===== src/hw/global_cfg_defines.svh =====
`ifndef GLOBAL_CFG_DEFINES_SVH
`define GLOBAL_CFG_DEFINES_SVH

// =====================================================================
// Register indices
`define IDX_CONFIG_CONTROL 8'h02
`define IDX_LDEV_SELECT 8'h07
`define IDX_CHIP_ID 8'h20
`define IDX_CHIP_REV 8'h21
`define IDX_PWR_ENABLE 8'h22
`define IDX_PWR_MGMT 8'h23
`define IDX_OSC_CLKOUT 8'h24
`define IDX_DEV_MODE 8'h25
`define IDX_ACTIVATE 8'h30

// =====================================================================
// Writable bit masks
`define MASK_PWR 8'h39
`define MASK_OSC 8'hFC
`define MASK_DEV_MODE 8'h1C
`define MASK_ACTIVATE 8'h01

// =====================================================================
// Reset values
`define RST_LDEV 8'h00
`define RST_PWR 8'h00
`define RST_OSC 8'h04
`define RST_DEV_MODE 8'h04
`define RST_ACTIVATE 1'b0

// =====================================================================
// Field positions
`define BIT_SOFT_RESET 0
`define BIT_PWR_FLOPPY 0
`define BIT_PWR_PARALLEL 3
`define BIT_PWR_SERIAL1 4
`define BIT_PWR_SERIAL2 5
`define OSC_LO 2
`define OSC_HI 3
`define CLKSEL_LO 4
`define CLKSEL_HI 6
`define BIT_IRQ8_POL 7
`define BIT_SIRQ_MODE 2
`define PPFD_LO 3
`define PPFD_HI 4

// =====================================================================
// Field codes
`define OSC_ALWAYS_ON 2'b00
`define OSC_OFF 2'b11
`define PPFD_ONE 2'b01
`define PPFD_TWO 2'b10

`endif


===== src/hw/global_cfg_pkg.sv =====
package global_cfg_pkg;
    // Host access strobes
    typedef struct packed {
        logic       index_wr;
        logic       data_wr;
        logic       data_rd;
        logic [7:0] wdata;
    } host_req_t;

    // Clock output choices
    typedef enum logic [2:0] {
        CLK_1M8432 = 3'b000,
        CLK_14M318 = 3'b001,
        CLK_16M = 3'b010,
        CLK_24M = 3'b011,
        CLK_48M = 3'b100
    } clk_out_sel_t;

    // Per-function enables
    typedef struct packed {
        logic floppy_controller;
        logic parallel;
        logic serial1;
        logic serial2;
    } func_en_t;
endpackage


===== src/hw/global_config_register_bank.sv =====
// Overview of operation
// - Unimplemented chip-level registers and bits ignore writes and read zero.
// - Index port picks the register; data port reads or writes it.
// - Registers respond only while the configuration state is active.
// - Writing one to bit 0 of 0x02 soft-resets every register except the index.
// - The soft-reset bit clears itself; software never writes zero.
// - Writing 0x07 chooses the current logical device.
// - Activate acts only on the selected logical device.
// - Read-only hard-wired identification byte at 0x20.
// - Read-only hard-wired revision byte at 0x21.
// - Reserved indices 0x04-0x06 and 0x08-0x1F ignore writes, read zero.
// - Power bits 0,3,4,5 enable floppy, parallel, serial one, serial two.
// - Power management uses the same bit positions and meanings.
// - Bits 1-2 and 6-7 of both power registers read zero.
// - Oscillator 00 runs always; 11 stops oscillator and baud clock.
// - Oscillator 01 or 10 runs only while power good is active.
// - Bits 6-4 choose clock output; 101 and 11x reserved.
// - Bit 7 sets irq8 pin polarity: zero high, one low.
// - Same polarity applies to the serial interrupt IRQ8 sample level.
// - Device mode bits 4-3 choose floppy-on-parallel mode; 11 reserved.
// - Device mode bits 1-0 and 7-5 ignore writes, read zero.
// - Activate bit 0 enables the selected logical device.
// - Serial interrupt mode is device mode bit 2, driven out as is; the irq8 pin does not depend on it.
// - Each logical device has its own bank chosen by the selector.
`timescale 1ns/10ps
`include "global_cfg_defines.svh"

module global_config_register_bank #(
    parameter int NUM_LDEV = 10,
    parameter logic [7:0] CHIP_ID_VALUE = 8'hA5, // Arbitrary value
    parameter logic [7:0] CHIP_REV_VALUE = 8'h5A // Arbitrary value
) (
    // Clock and reset
    input wire logic clk_i,
    input wire logic rst_i,
    // Host configuration port
    input wire logic config_state_i,
    input wire global_cfg_pkg::host_req_t req_i,
    output logic [7:0] rdata_o,
    output logic rvalid_o,
    // Pins from outside
    input wire logic power_good_input_i,
    input wire logic irq8_request_i,
    // Control outputs
    output logic [7:0] ldev_select_o,
    output logic [NUM_LDEV-1:0] ldev_active_o,
    output global_cfg_pkg::func_en_t power_enable_o,
    output global_cfg_pkg::func_en_t power_mgmt_o,
    output logic oscillator_run_o,
    output logic baud_rate_generator_clock_en_o,
    output global_cfg_pkg::clk_out_sel_t clk_out_sel_o,
    output logic irq8_output_pin_o,
    output logic irq8_serial_sample_o,
    output logic serial_interrupt_mode_o,
    output logic floppy_on_parallel_one_drive_o,
    output logic floppy_on_parallel_two_drive_o,
    output logic soft_reset_pulse_o
);
    import global_cfg_pkg::*;

    // =================================================================
    // State
    typedef struct packed {
        logic [7:0] index;
        logic [7:0] ldev;
        logic [NUM_LDEV-1:0] active;
        logic [7:0] pwr_en;
        logic [7:0] pwr_mgmt;
        logic [7:0] osc;
        logic [7:0] mode;
        logic [1:0] pg_sync;
        logic [1:0] irq_sync;
        logic [7:0] rdata;
        logic rvalid;
        logic soft_rst;
        logic osc_run;
        logic irq8_pin;
        logic irq8_ser;
        logic ppfd_one;
        logic ppfd_two;
    } state_t;

    state_t state_q;
    state_t state_d;
    logic [7:0] read_mux;
    logic power_good;
    logic irq8_req;

    // Second stage of each synchroniser is the only reader of the first
    assign power_good = state_q.pg_sync[1];
    assign irq8_req = state_q.irq_sync[1];

    // =================================================================
    // Read multiplexer, zero for anything unmapped
    always_comb begin
        read_mux = 8'h00;
        case (state_q.index)
            `IDX_LDEV_SELECT: read_mux = state_q.ldev;
            `IDX_CHIP_ID: read_mux = CHIP_ID_VALUE;
            `IDX_CHIP_REV: read_mux = CHIP_REV_VALUE;
            `IDX_PWR_ENABLE: read_mux = state_q.pwr_en & `MASK_PWR;
            `IDX_PWR_MGMT: read_mux = state_q.pwr_mgmt & `MASK_PWR;
            `IDX_OSC_CLKOUT: read_mux = state_q.osc & `MASK_OSC;
            `IDX_DEV_MODE: read_mux = state_q.mode & `MASK_DEV_MODE;
            `IDX_ACTIVATE: begin
                // Activate bit of the bank the selector names
                if (state_q.ldev < 8'(NUM_LDEV)) begin
                    read_mux = {7'h00, state_q.active[state_q.ldev[3:0]]};
                end
            end
            default: read_mux = 8'h00;
        endcase
    end

    // =================================================================
    // Next-state logic
    always_comb begin
        state_d = state_q;
        state_d.pg_sync = {state_q.pg_sync[0], power_good_input_i};
        state_d.irq_sync = {state_q.irq_sync[0], irq8_request_i};
        state_d.soft_rst = 1'b0;
        state_d.rvalid = 1'b0;
        // Outside configuration state the port is deaf
        if (config_state_i) begin
            if (req_i.index_wr) begin
                state_d.index = req_i.wdata;
            end
            if (req_i.data_rd) begin
                state_d.rdata = read_mux;
                state_d.rvalid = 1'b1;
            end
            if (req_i.data_wr) begin
                case (state_q.index)
                    `IDX_CONFIG_CONTROL: begin
                        state_d.soft_rst = req_i.wdata[`BIT_SOFT_RESET];
                    end
                    `IDX_LDEV_SELECT: state_d.ldev = req_i.wdata;
                    `IDX_PWR_ENABLE: state_d.pwr_en = req_i.wdata & `MASK_PWR;
                    `IDX_PWR_MGMT: state_d.pwr_mgmt = req_i.wdata & `MASK_PWR;
                    `IDX_OSC_CLKOUT: state_d.osc = req_i.wdata & `MASK_OSC;
                    `IDX_DEV_MODE: state_d.mode = req_i.wdata & `MASK_DEV_MODE;
                    `IDX_ACTIVATE: begin
                        // Only the selected device changes
                        if (state_q.ldev < 8'(NUM_LDEV)) begin
                            state_d.active[state_q.ldev[3:0]] = req_i.wdata[0];
                        end
                    end
                    default: begin
                        // Reserved and read-only: write discarded
                    end
                endcase
            end
        end
        // Soft reset reloads defaults, the selector included; only the index survives
        if (state_q.soft_rst) begin
            state_d.ldev = `RST_LDEV;
            state_d.active = '0;
            state_d.pwr_en = `RST_PWR;
            state_d.pwr_mgmt = `RST_PWR;
            state_d.osc = `RST_OSC;
            state_d.mode = `RST_DEV_MODE;
        end
        // Oscillator run decode
        case (state_q.osc[`OSC_HI:`OSC_LO])
            `OSC_ALWAYS_ON: state_d.osc_run = 1'b1;
            `OSC_OFF: state_d.osc_run = 1'b0;
            default: state_d.osc_run = power_good;
        endcase
        // Polarity applied to both the pin and the serial sample
        state_d.irq8_pin = irq8_req ^ state_q.osc[`BIT_IRQ8_POL];
        state_d.irq8_ser = irq8_req ^ state_q.osc[`BIT_IRQ8_POL];
        // Floppy-on-parallel decode is registered so the outputs come from flops
        state_d.ppfd_one = (state_q.mode[`PPFD_HI:`PPFD_LO] == `PPFD_ONE);
        state_d.ppfd_two = (state_q.mode[`PPFD_HI:`PPFD_LO] == `PPFD_TWO);
    end

    // =================================================================
    // State register
    always_ff @(posedge clk_i or posedge rst_i) begin
        if (rst_i) begin
            state_q <= '0;
            state_q.ldev <= `RST_LDEV;
            state_q.pwr_en <= `RST_PWR;
            state_q.pwr_mgmt <= `RST_PWR;
            state_q.osc <= `RST_OSC;
            state_q.mode <= `RST_DEV_MODE;
        end else begin
            state_q <= state_d;
        end
    end

    // =================================================================
    // Outputs, all straight from flip-flops
    assign rdata_o = state_q.rdata;
    assign rvalid_o = state_q.rvalid;
    assign ldev_select_o = state_q.ldev;
    assign ldev_active_o = state_q.active;
    assign power_enable_o = func_en_t'({state_q.pwr_en[`BIT_PWR_FLOPPY],
        state_q.pwr_en[`BIT_PWR_PARALLEL], state_q.pwr_en[`BIT_PWR_SERIAL1],
        state_q.pwr_en[`BIT_PWR_SERIAL2]});
    assign power_mgmt_o = func_en_t'({state_q.pwr_mgmt[`BIT_PWR_FLOPPY],
        state_q.pwr_mgmt[`BIT_PWR_PARALLEL], state_q.pwr_mgmt[`BIT_PWR_SERIAL1],
        state_q.pwr_mgmt[`BIT_PWR_SERIAL2]});
    assign oscillator_run_o = state_q.osc_run;
    assign baud_rate_generator_clock_en_o = state_q.osc_run;
    // Reserved clock codes pass through unchanged to clk_out_sel_o
    assign clk_out_sel_o = clk_out_sel_t'(state_q.osc[`CLKSEL_HI:`CLKSEL_LO]);
    assign irq8_output_pin_o = state_q.irq8_pin;
    assign irq8_serial_sample_o = state_q.irq8_ser;
    assign serial_interrupt_mode_o = state_q.mode[`BIT_SIRQ_MODE];
    assign floppy_on_parallel_one_drive_o = state_q.ppfd_one;
    assign floppy_on_parallel_two_drive_o = state_q.ppfd_two;
    assign soft_reset_pulse_o = state_q.soft_rst;
endmodule // global_config_register_bank


===== config.mk =====
export PLATFORM = sky130hd
export DESIGN_NAME = global_config_register_bank
export DESIGN_NICKNAME = d
export VERILOG_FILES = /design/src/hw/global_cfg_pkg.sv /design/src/hw/global_config_register_bank.sv
export VERILOG_INCLUDE_DIRS = /design/src /design/src/hw
export SDC_FILE = /design/constraint.sdc
export NUM_CORES = 1
export LEC_CHECK = 0
export BUFFER_PORTS_ARGS = -buffer_cell sky130_fd_sc_hd__buf_2
export CORE_UTILIZATION = 35
export CTS_CLUSTER_DIAMETER = 200
export DETAILED_ROUTE_END_ITERATION = 8
export GPL_ROUTABILITY_DRIVEN = 0
export GPL_TIMING_DRIVEN = 0
export PLACE_DENSITY = 0.56
export SYNTH_ARGS = -nofsm -noshare
export SYNTH_HDL_FRONTEND = slang
export SYNTH_SLANG_ARGS = --single-unit

===== constraint.sdc =====
create_clock -name clk_i -period 1.5 [get_ports clk_i]
set_input_delay 0.075 -clock clk_i [delete_from_list [all_inputs] [get_ports clk_i]]
set_output_delay 0.075 -clock clk_i [all_outputs]
set_load 0.01 [all_outputs]

==> run_results.csv, run 1 <==
group,metric,value,unit
power_and_ir_drop,pwr_density_cell,900,nW/um2
power_and_ir_drop,ir_drop,0.000333,V
detailed_routing,drt_iter0_markers,210,
synth,synthesis.area,3400,um2
worst_setup_path,critical_path_class,"flip-flop to flip-flop",
synth,ys_types,53,
min_path,holdPathEnd,"ldev_select_o[5]$_DFFE_PP0P_",
floorplanning,die_w,101,um
sta,fmax,0.556,GHz
sta,slew_headroom,60.6,%
finish,antenna-diode-count,0,
synth,synth_commonest_cells,"dfrtp_1 (59), buf_4 (40), mux2i_1 (24), nand2_1 (24)",
job,max-cap-violations,0,
detailed_routing,num_vias,2888,
synth,yosysWarnings,0,
sta,timing.hold.ws,30.1,ps
grt,grt_max_degree,62,
synth,yosysTopAreaCell,"dfrtp_1",
worst_setup_path,rr_worst_depth,6,
detailed_routing,avgViaCountPerCell,5.07,
floorplanning,die_area,10100,um2
outcome,outcome,"finished, violations left",
worst_setup_path,worst_setup_path_start_kind,"flip-flop",
power_and_ir_drop,p_leak,2.26,nW
clocking,clkTransAtPathRegs,70,ps
finish,final_core_util,49.5,%
clocking,clock-root-buffer,"clkbuf_8",
detailed_routing,dr.pass1.iters,4,
sta,setup_viol_count_final,38,
finish,synthToLayoutAreaGrowth,35.9,%
synth,synth_edf_count,0,
clocking,cts_made_buffers,9,
synth,yosys_most_used_dff,"dfrtp_1",
synth,avgSynthCellArea,10.1,um2
clocking,clk_latency,350,ps
synth,seq_area_frac_synth,45.0,%
min_path,hold_class,"primary input to flip-flop",
worst_setup_path,end_kind,"flip-flop",
min_path,min_from,"req_i[5]",
sta,period_minus_slack,1800,ps
finish,nNetsFinal,453,
sta,tns,-7070,ps
sta,hold_viol,0,
worst_setup_path,worstPathMaxFanout,5,
sta,setup_ws,-298,ps
floorplanning,die_h,101,um
grt,antenna_found_initial,0,
grt,track_usage,20.1,%
synth,synth.most_common_cell,"dfrtp_1",
detailed_routing,drc,0,
floorplanning,io_pins,62,
clocking,cts.htree.levels,3,
grt,grt_pass1_vias,2724,
grt,overflow,0,
synth,synth_top_cell_area_share,43.5,%
clocking,clock_sink_count,61,
detailed_routing,wire_per_inst,16.9,um
sta,skew,12.0,ps
outcome,violations,"setup timing",
finish,nFillCells,878,
worst_setup_path,cp.required,1770,ps
synth,ys_top_cells_by_area,"dfrtp_1 (43%), buf_4 (8.8%), mux2i_1 (7.1%)",
worst_setup_path,crit_arrival,2070,ps
detailed_routing,wirelength,9.62,mm
floorplanning,num_rows,35,
place,place_area,3880,um2
worst_setup_path,r2r_setup_slack,-300,ps
sta,tightest_slew,589,ps
synth,async_reset_ff_share,100,%
place,dp_hpwl,6.40,mm
finish,layout-drive-gt1-share,49.7,%
finish,stdcell_area,4620,um2
sta,drv_slew,0,
detailed_routing,drt.antenna.violating_nets,0,
floorplanning,start_util,36.4,%
worst_setup_path,r2r-start,"state_q[73]$_DFFE_PP0P_",
synth,synth-seq-cells,61,
sta,rsz0062_at_grt,"yes",
min_path,hold_depth,3,
floorplanning,coreArea,9330,um2
sta,min_period_over_period,120,%
synth,syn_inst,335,
worst_setup_path,r2r-end,"ldev_select_o[0]$_DFFE_PP0P_",
clocking,tritoncts,"yes",
place,numPortBuffers,60,
synth,syn_nets,352,
clocking,clockBufferDepth,2,
grt,grt_pass1_wl,15.1,mm
where the power goes:
group / internal [mW] / switching [mW] / leakage [nW] / total (mW)
clock: 0.595 / 0.663 / 0.0764 / 1.26
sequential: 1.78 / 0.158 / 0.766 / 1.94
combinational: 0.492 / 0.464 / 1.41 / 0.956
worst max-delay path by stage:
stage	startpoint	end	slack [ps]	depth (start not counted)
2_1_floorplan	state_q[75]$_DFFE_PP0P_	state_q[29]$_DFFE_PP1P_	-80	3
3_3_place_gp	state_q[75]$_DFFE_PP0P_	state_q[29]$_DFFE_PP1P_	-420	3
3_5_place_dp	state_q[75]$_DFFE_PP0P_	state_q[29]$_DFFE_PP1P_	-440	3
4_1_cts	state_q[73]$_DFFE_PP0P_	rdata_o[3]$_DFFE_PP0P_	-240	4
5_1_grt	state_q[73]$_DFFE_PP0P_	ldev_select_o[0]$_DFFE_PP0P_	-390	6
6_report	state_q[73]$_DFFE_PP0P_	ldev_select_o[0]$_DFFE_PP0P_	-300	6
worst max-delay path: stages (launching register included):
cell and delay, ps:
dfrtp_2 440, buf_6 130, nor4b_4 330, nor3b_4 360
buf_6 180, nand3_2 80, a21oi_2 180
cell usage in the layout (no fill, tap or decap), types with 7 or more instances in the layout:
cell type	n
a21oi_2	7
buf_2	61
nor2_1	19
buf_4	55
mux2i_1	24
clkbuf_8	9
nor2b_1	7
nand3_1	9
dfrtp_1	51
nand2_1	24
clkbuf_1	7
buf_6	12
nand4_1	7
nand3_2	9
dlygate4sd3_1	7
dfrtp_2	8
mux2_2	12
nand2b_1	9
logic make-up after synthesis:
| family | after synthesis | synth area share [%] |
|---|---|---|
| fa+ha+maj | 1 | 0.368 |
| buf+inv | 64 | 11.8 |
| simple gates | 121 | 21.2 |
| xor+xnor | 1 | 0.258 |
| mux | 37 | 11.7 |
| compound gates | 50 | 9.62 |
| flops | 61 | 45.0 |
layer usage:
| layer | vias up | share of wire [%] | track usage [%] |
|---|---|---|---|
| li1 | 1354 | - | - |
| met1 | 1439 | 47 | 29.0 |
| met2 | 80 | 46 | 29.6 |
| met3 | 15 | 5.0 | 3.61 |
| met4 | 0 | 2.0 | 8.70 |
| met5 | - | 0 | 0 |
flip-flops by register name, indices dropped and copies added, names as in the netlist:
signal / count
state_q: 13
ldev_active_o: 10
ldev_select_o: 8
rdata_o: 8
power_enable_o: 4
power_mgmt_o: 4
clk_out_sel_o: 3
state_d: 2
baud_rate_generator_clock_en_o: 1
floppy_on_parallel_one_drive_o: 1
floppy_on_parallel_two_drive_o: 1
irq8_req: 1
irq8_serial_sample_o: 1
power_good: 1
rvalid_o: 1
serial_interrupt_mode_o: 1
soft_reset_pulse_o: 1
per-stage QoR:
step           cells  worst slack (ps)  total power [mW]
2_1_floorplan    335             -79.8              2.42
3_3_place_gp     524              -422              2.66
3_5_place_dp     524              -438              2.68
4_1_cts          560              -240              4.06
5_1_grt          570              -386              4.36
6_report         570              -298              4.15
what timing repair did:
item,4_1_cts,5_1_grt
setup buffers,14,9
gates cloned,1,0
hold endpoints to repair,9,20
pin swaps,15,23
hold buffers,6,1
resized for setup,43,38
setup endpoints to repair,44,44
cell type report:
class | instances | area [um2] | area share, %
multi-input combinational | 210 | 1720 | 37.3
clock buffer | 12 | 135 | 2.93
sequential | 61 | 1540 | 33.3
clock inverter | 4 | 25.0 | 0.542
inverter | 7 | 30.0 | 0.651
buffer | 55 | 398 | 8.62
timing repair buffer | 92 | 604 | 13.1
tap | 129 | 161 | 3.50
No activity file was read; power rests on OpenSTA's default activity.
==> inputs of run 2 (changes only) <==
--- a/config.mk
+++ b/config.mk
@@ -8,6 +8,7 @@
 export LEC_CHECK = 0
 export BUFFER_PORTS_ARGS = -buffer_cell sky130_fd_sc_hd__buf_2
 export CORE_UTILIZATION = 35
+export CTS_BUF_LIST = sky130_fd_sc_hd__clkbuf_16
 export CTS_CLUSTER_DIAMETER = 200
 export DETAILED_ROUTE_END_ITERATION = 8
 export GPL_ROUTABILITY_DRIVEN = 0
==> run 2 against run 1 <==
  * Global-route usage is 0.27 points lower
  * Total power is 13% higher
  * Combinational power is 3.5% lower
  * Largest power group unchanged
  * Register-to-register slack worse by 30 ps
  * Sequential cell count stayed put
  * Clock skew is 4.3 ps lower
  * Final area is 0.49% higher
  * Non-clock buffer count is 5 lower
  * The flow still finishes with violations (setup timing)
  * Die area stayed put
  * Worst setup slack worse by 28 ps
==> run_results.csv, run 2 (synthesized netlist as in run 1, its figures left out) <==
group,metric,value,unit
outcome,outcome,"finished, violations left",
outcome,violations,"setup timing",
finish,stdcell_area,4640,um2
detailed_routing,avgViaCountPerCell,5.04,
place,placed_cells,524,
detailed_routing,drt.antenna.violating_nets,0,
finish,fin_cells,565,
sta,fmax,0.547,GHz
grt,grt_pass1_wl,15.0,mm
grt,overflow,0,
detailed_routing,drc,0,
floorplanning,io_pins,62,
floorplanning,num_rows,35,
sta,setup_ws,-327,ps
finish,layout-drive-gt1-share,49.3,%
power_and_ir_drop,ir_drop,0.000464,V
sta,rsz0062_at_grt,"yes",
clocking,cts_made_buffers,9,
finish,antenna-diode-count,0,
grt,grt_max_degree,62,
sta,period_minus_slack,1830,ps
worst_setup_path,worst_setup_path_start_kind,"flip-flop",
min_path,hold_class,"primary input to flip-flop",
sta,timing.hold.ws,24.7,ps
detailed_routing,drt_iter0_markers,188,
power_and_ir_drop,p_leak,2.29,nW
power_and_ir_drop,pwr_density_cell,1010,nW/um2
floorplanning,die_h,101,um
finish,nNetsFinal,448,
grt,grt_pass1_vias,2704,
worst_setup_path,r2r_setup_slack,-330,ps
sta,hold_viol,0,
grt,track_usage,19.8,%
place,dp_hpwl,6.40,mm
detailed_routing,dr.pass1.iters,4,
finish,largest_reg_flops,13,
job,max-cap-violations,0,
clocking,clockBufferDepth,2,
worst_setup_path,worst-path-buf-inv,2,
clocking,clock_sink_count,61,
floorplanning,coreArea,9330,um2
clocking,clkTransAtPathRegs,50,ps
detailed_routing,wirelength,9.55,mm
clocking,clk_latency,330,ps
worst_setup_path,crit_path_top_delay_cell,"dfrtp_2",
worst_setup_path,max_stage_delay,440,ps
worst_setup_path,crit_cells,6,
worst_setup_path,critical_path_class,"flip-flop to flip-flop",
sta,drv_slew,0,
worst_setup_path,worstPathMaxFanout,5,
sta,skew,7.72,ps
finish,final_cell_mix,"buf_2 (61), buf_4 (55), dfrtp_1 (53)",
clocking,tritoncts,"yes",
worst_setup_path,cp.required,1740,ps
worst_setup_path,crit_arrival,2070,ps
floorplanning,start_util,36.4,%
worst_setup_path,cpLargestDelayFamily,"simple AND/OR/NAND/NOR gates",
detailed_routing,wire_per_inst,16.9,um
sta,setup_viol_count_final,38,
floorplanning,die_area,10100,um2
sta,slew_headroom,61.2,%
finish,nFillCells,873,
worst_setup_path,crit_chain,"buf_6 > nor4b_4 > nor3b_4 > buf_6 > nand3_2 > a21oi_2",
clocking,clock-root-buffer,"clkbuf_16",
worst_setup_path,end_kind,"flip-flop",
place,place_area,3880,um2
min_path,hold_depth,3,
grt,antenna_found_initial,0,
worst_setup_path,critPathMostFrequentCell,"buf_6",
clocking,cts.htree.levels,3,
finish,synthToLayoutAreaGrowth,36.6,%
finish,layout_commonest_cell,"buf_2",
sta,min_period_over_period,122,%
detailed_routing,num_vias,2846,
place,numPortBuffers,60,
floorplanning,die_w,101,um
worst_setup_path,rr_worst_depth,6,
finish,top_register,"state_q",
sta,tightest_slew,582,ps
[run 2: worst reg2reg max path, delay by kind of cell (launching register included)]
kind	cells	cell delay (ps)
and+or+nand+nor	3	810
DFF	1	440
buffers and inverters	2	320
AOI/OAI and AO/OA	1	180
[run 2: worst paths after layout]
path | to | start
setup / recovery | ldev_select_o[0]$_DFFE_PP0P_ | state_q[73]$_DFFE_PP0P_
max in group asynchronous | serial_interrupt_mode_o$_DFFE_PP1P_ | rst_i
setup reg to reg | ldev_select_o[0]$_DFFE_PP0P_ | state_q[73]$_DFFE_PP0P_
hold reg to reg | irq8_req$_DFF_PP0_ | state_d[16]$_DFF_PP0_
hold / removal | ldev_select_o[6]$_DFFE_PP0P_ | req_i[6]
min in group asynchronous | floppy_on_parallel_two_drive_o$_DFF_PP0_ | rst_i
[run 2: final cells by class]
class | count | area, um2 | area share (%)
multi-input combinational | 210 | 1700 | 36.7
sequential | 61 | 1540 | 33.1
timing repair buffer | 87 | 552 | 11.9
buffer | 55 | 395 | 8.52
clock buffer | 9 | 225 | 4.86
tap | 129 | 161 | 3.48
clock inverter | 7 | 36.3 | 0.782
inverter | 7 | 30.0 | 0.647
[run 2: repair_timing]
item / in CTS / in global routing
hold endpoints to repair: 3 / 24
hold buffers: 3 / 1
gates resized for setup: 39 / 34
buffers inserted: 14 / 7
setup endpoints to repair: 44 / 44
pin swaps: 11 / 24
gates cloned: 1 / 0
[run 2: metrics by stage]
step                utilization [%]  setup slack [ps]  power (mW)  setup TNS (ps)
finish                         49.7              -327        4.69           -8030
global route                   49.7              -385        4.89          -10810
CTS                            47.5              -236        4.61           -5150
detailed placement             41.6              -438        2.68          -13930
global placement               41.6              -422        2.66          -12280
floorplan                         -             -79.8        2.42           -1230
[run 2: per-layer routing]
layer | global-route usage [%] | vias up | wire [um]
li1 | - | 1343 | -
met1 | 28.3 | 1389 | 4520
met2 | 29.5 | 96 | 4350
met3 | 4.72 | 18 | 478
met4 | 6.80 | 0 | 202
met5 | 0 | - | 0
[run 2: power by group]
group / leakage [nW] / internal [mW] / switching (mW)
clock: 0.135 / 1.09 / 0.725
combinational: 1.39 / 0.469 / 0.454
sequential: 0.769 / 1.78 / 0.162
==> inputs of run 3 (changes only) <==
--- a/config.mk
+++ b/config.mk
@@ -6,7 +6,7 @@
 export SDC_FILE = /design/constraint.sdc
 export NUM_CORES = 1
 export LEC_CHECK = 0
-export BUFFER_PORTS_ARGS = -buffer_cell sky130_fd_sc_hd__buf_2
+export BUFFER_PORTS_ARGS = -buffer_cell sky130_fd_sc_hd__buf_4
 export CORE_UTILIZATION = 35
 export CTS_BUF_LIST = sky130_fd_sc_hd__clkbuf_16
 export CTS_CLUSTER_DIAMETER = 200
@@ -14,6 +14,7 @@
 export GPL_ROUTABILITY_DRIVEN = 0
 export GPL_TIMING_DRIVEN = 0
 export PLACE_DENSITY = 0.56
+export REMOVE_ABC_BUFFERS = 1
 export SYNTH_ARGS = -nofsm -noshare
 export SYNTH_HDL_FRONTEND = slang
 export SYNTH_SLANG_ARGS = --single-unit
==> run 3 against run 2 <==
  * The flow still finishes with violations (setup timing)
  * Maximum frequency is 4.8% higher
  * Sequential power is essentially flat
  * Sequential cell count is the same
  * Clock power up 11%
  * Register-to-register slack improved by 80 ps
  * Global-route usage shrank 0.77 points
  * Count of clock-buffer cells in the layout unchanged
  * Final area decreased by 2.3%
  * Largest cell class unchanged
==> run_results.csv, run 3 (synthesized netlist as in run 1, its figures left out) <==
group,metric,value,unit
outcome,outcome,"finished, violations left",
outcome,violations,"setup timing",
sta,min_period_over_period,116,%
grt,track_usage,19.1,%
finish,nFillCells,870,
sta,tns,-7090,ps
min_path,hold_class,"primary input to flip-flop",
finish,multi_input_area,1750,um2
finish,synthToLayoutAreaGrowth,33.5,%
clocking,clk_latency,330,ps
sta,skew,5.86,ps
place,placed_cells,469,
finish,nNetsFinal,399,
detailed_routing,drt_iter0_markers,217,
worst_setup_path,end_kind,"flip-flop",
worst_setup_path,crit_path_top_delay_cell,"dfrtp_2",
sta,period_minus_slack,1740,ps
sta,setup_ws,-243,ps
sta,timing.hold.ws,6.58,ps
power_and_ir_drop,pwr_density_cell,1070,nW/um2
floorplanning,die_w,101,um
detailed_routing,drc,0,
worst_setup_path,crit_chain,"buf_6 > nor4b_4 > and4_4 > buf_4 > nand3_2 > mux2i_1",
grt,grt_pass1_vias,2786,
power_and_ir_drop,p_leak,2.10,nW
floorplanning,num_rows,35,
worst_setup_path,worstPathMaxFanout,7,
detailed_routing,drt.antenna.violating_nets,0,
sta,setup_viol_count_final,38,
grt,grt_pass1_wl,14.5,mm
worst_setup_path,worst_setup_path_start_kind,"flip-flop",
place,numPortBuffers,61,
finish,seq_area,1550,um2
power_and_ir_drop,ir_drop,0.000535,V
worst_setup_path,crit_arrival,1940,ps
floorplanning,start_util,36.4,%
sta,tightest_slew,903,ps
finish,stdcell_area,4530,um2
detailed_routing,wire_per_inst,17.6,um
detailed_routing,dr.pass1.iters,4,
place,dp_hpwl,5.87,mm
detailed_routing,num_vias,2712,
worst_setup_path,critical_path_class,"flip-flop to flip-flop",
finish,layout-drive-gt1-share,47.5,%
finish,layout_commonest_cell,"buf_4",
sta,fmax,0.574,GHz
sta,drv_slew,0,
finish,top_register,"state_q",
sta,rsz0062_at_grt,"yes",
sta,hold_viol,0,
job,max-cap-violations,0,
clocking,cts_made_buffers,9,
floorplanning,die_area,10100,um2
place,place_area,3660,um2
sta,slew_headroom,39.8,%
detailed_routing,wirelength,9.08,mm
finish,final_cell_mix,"buf_4 (78), dfrtp_1 (49), mux2i_1 (24)",
clocking,clkTransAtPathRegs,60,ps
clocking,clockBufferDepth,2,
finish,largest_reg_flops,13,
floorplanning,die_h,101,um
finish,antenna-diode-count,0,
clocking,clock-root-buffer,"clkbuf_16",
grt,overflow,0,
grt,antenna_found_initial,0,
detailed_routing,avgViaCountPerCell,5.26,
worst_setup_path,max_stage_delay,430,ps
clocking,clock_sink_count,61,
clocking,cts.htree.levels,3,
finish,fin_cells,516,
grt,grt_max_degree,38,
clocking,tritoncts,"yes",
floorplanning,io_pins,62,
floorplanning,coreArea,9330,um2
worst_setup_path,cp.required,1700,ps
-- run 3: area by class of cell --
class | count | share of cell area (%)
tap | 129 | 3.56
timing repair buffer | 93 | 16.7
inverter | 7 | 0.580
sequential | 61 | 34.1
clock inverter | 7 | 1.49
clock buffer | 9 | 4.97
multi-input combinational | 210 | 38.6
-- run 3: worst paths after layout --
| kind | start | end | slack, ps | cells past startpoint |
|---|---|---|---|---|
| worst max-delay path | state_q[72]$_DFFE_PP0P_ | ldev_active_o[1]$_DFFE_PP0P_ | -240 | 6 |
| worst min-delay path | req_i[1] | state_q[70]$_DFFE_PP0P_ | 7 | 2 |
| worst max register to register | state_q[72]$_DFFE_PP0P_ | ldev_active_o[1]$_DFFE_PP0P_ | -240 | 6 |
| worst min register to register | state_d[16]$_DFF_PP0_ | irq8_req$_DFF_PP0_ | 350 | 0 |
| max in group asynchronous | rst_i | state_q[29]$_DFFE_PP1P_ | 410 | 4 |
| min in group asynchronous | rst_i | floppy_on_parallel_two_drive_o$_DFF_PP0_ | 420 | 3 |
-- run 3: per-stage QoR --
step                      total power [mW]  setup slack [ps]  utilization, %
after floorplan                       2.30              -207               -
after global placement                2.60              -976            39.0
final                                 4.84              -243            48.6
after detailed placement              2.63              -776            39.2
after global routing                  5.06              -361            48.6
after CTS                             4.84              -263            47.0
-- run 3: report_power, final --
| group | internal (mW) | switching (mW) | leakage, nW |
|---|---|---|---|
| Sequential | 1.79 | 0.184 | 0.763 |
| Clock | 1.27 | 0.742 | 0.144 |
| Combinational | 0.451 | 0.405 | 1.19 |
-- run 3: critical path: cells and delay by family (launching register included) --
| family | cells | cell delay (ps) |
|---|---|---|
| AND/OR/NAND/NOR | 3 | 790 |
| flip-flops | 1 | 430 |
| buffers and inverters | 2 | 260 |
| multiplexers | 1 | 150 |
-- run 3: metal layers --
metal  vias up  part of all wire (%)  global-route usage (%)
met5         -                     0                       0
met4         0                   1.8                    6.02
met3        17                   4.8                    4.85
met2        91                    48                    31.2
met1      1363                    45                    24.8
li1       1241                     -                       -
-- run 3: timing repair --
| action | in CTS | in global routing |
|---|---|---|
| buffers inserted | 21 | 6 |
| pin swaps | 36 | 34 |
| endpoints found under the hold margin | 32 | 0 |
| gates resized for setup | 58 | 26 |
| hold buffers | 4 | 0 |
| endpoints found under the setup margin | 44 | 44 |
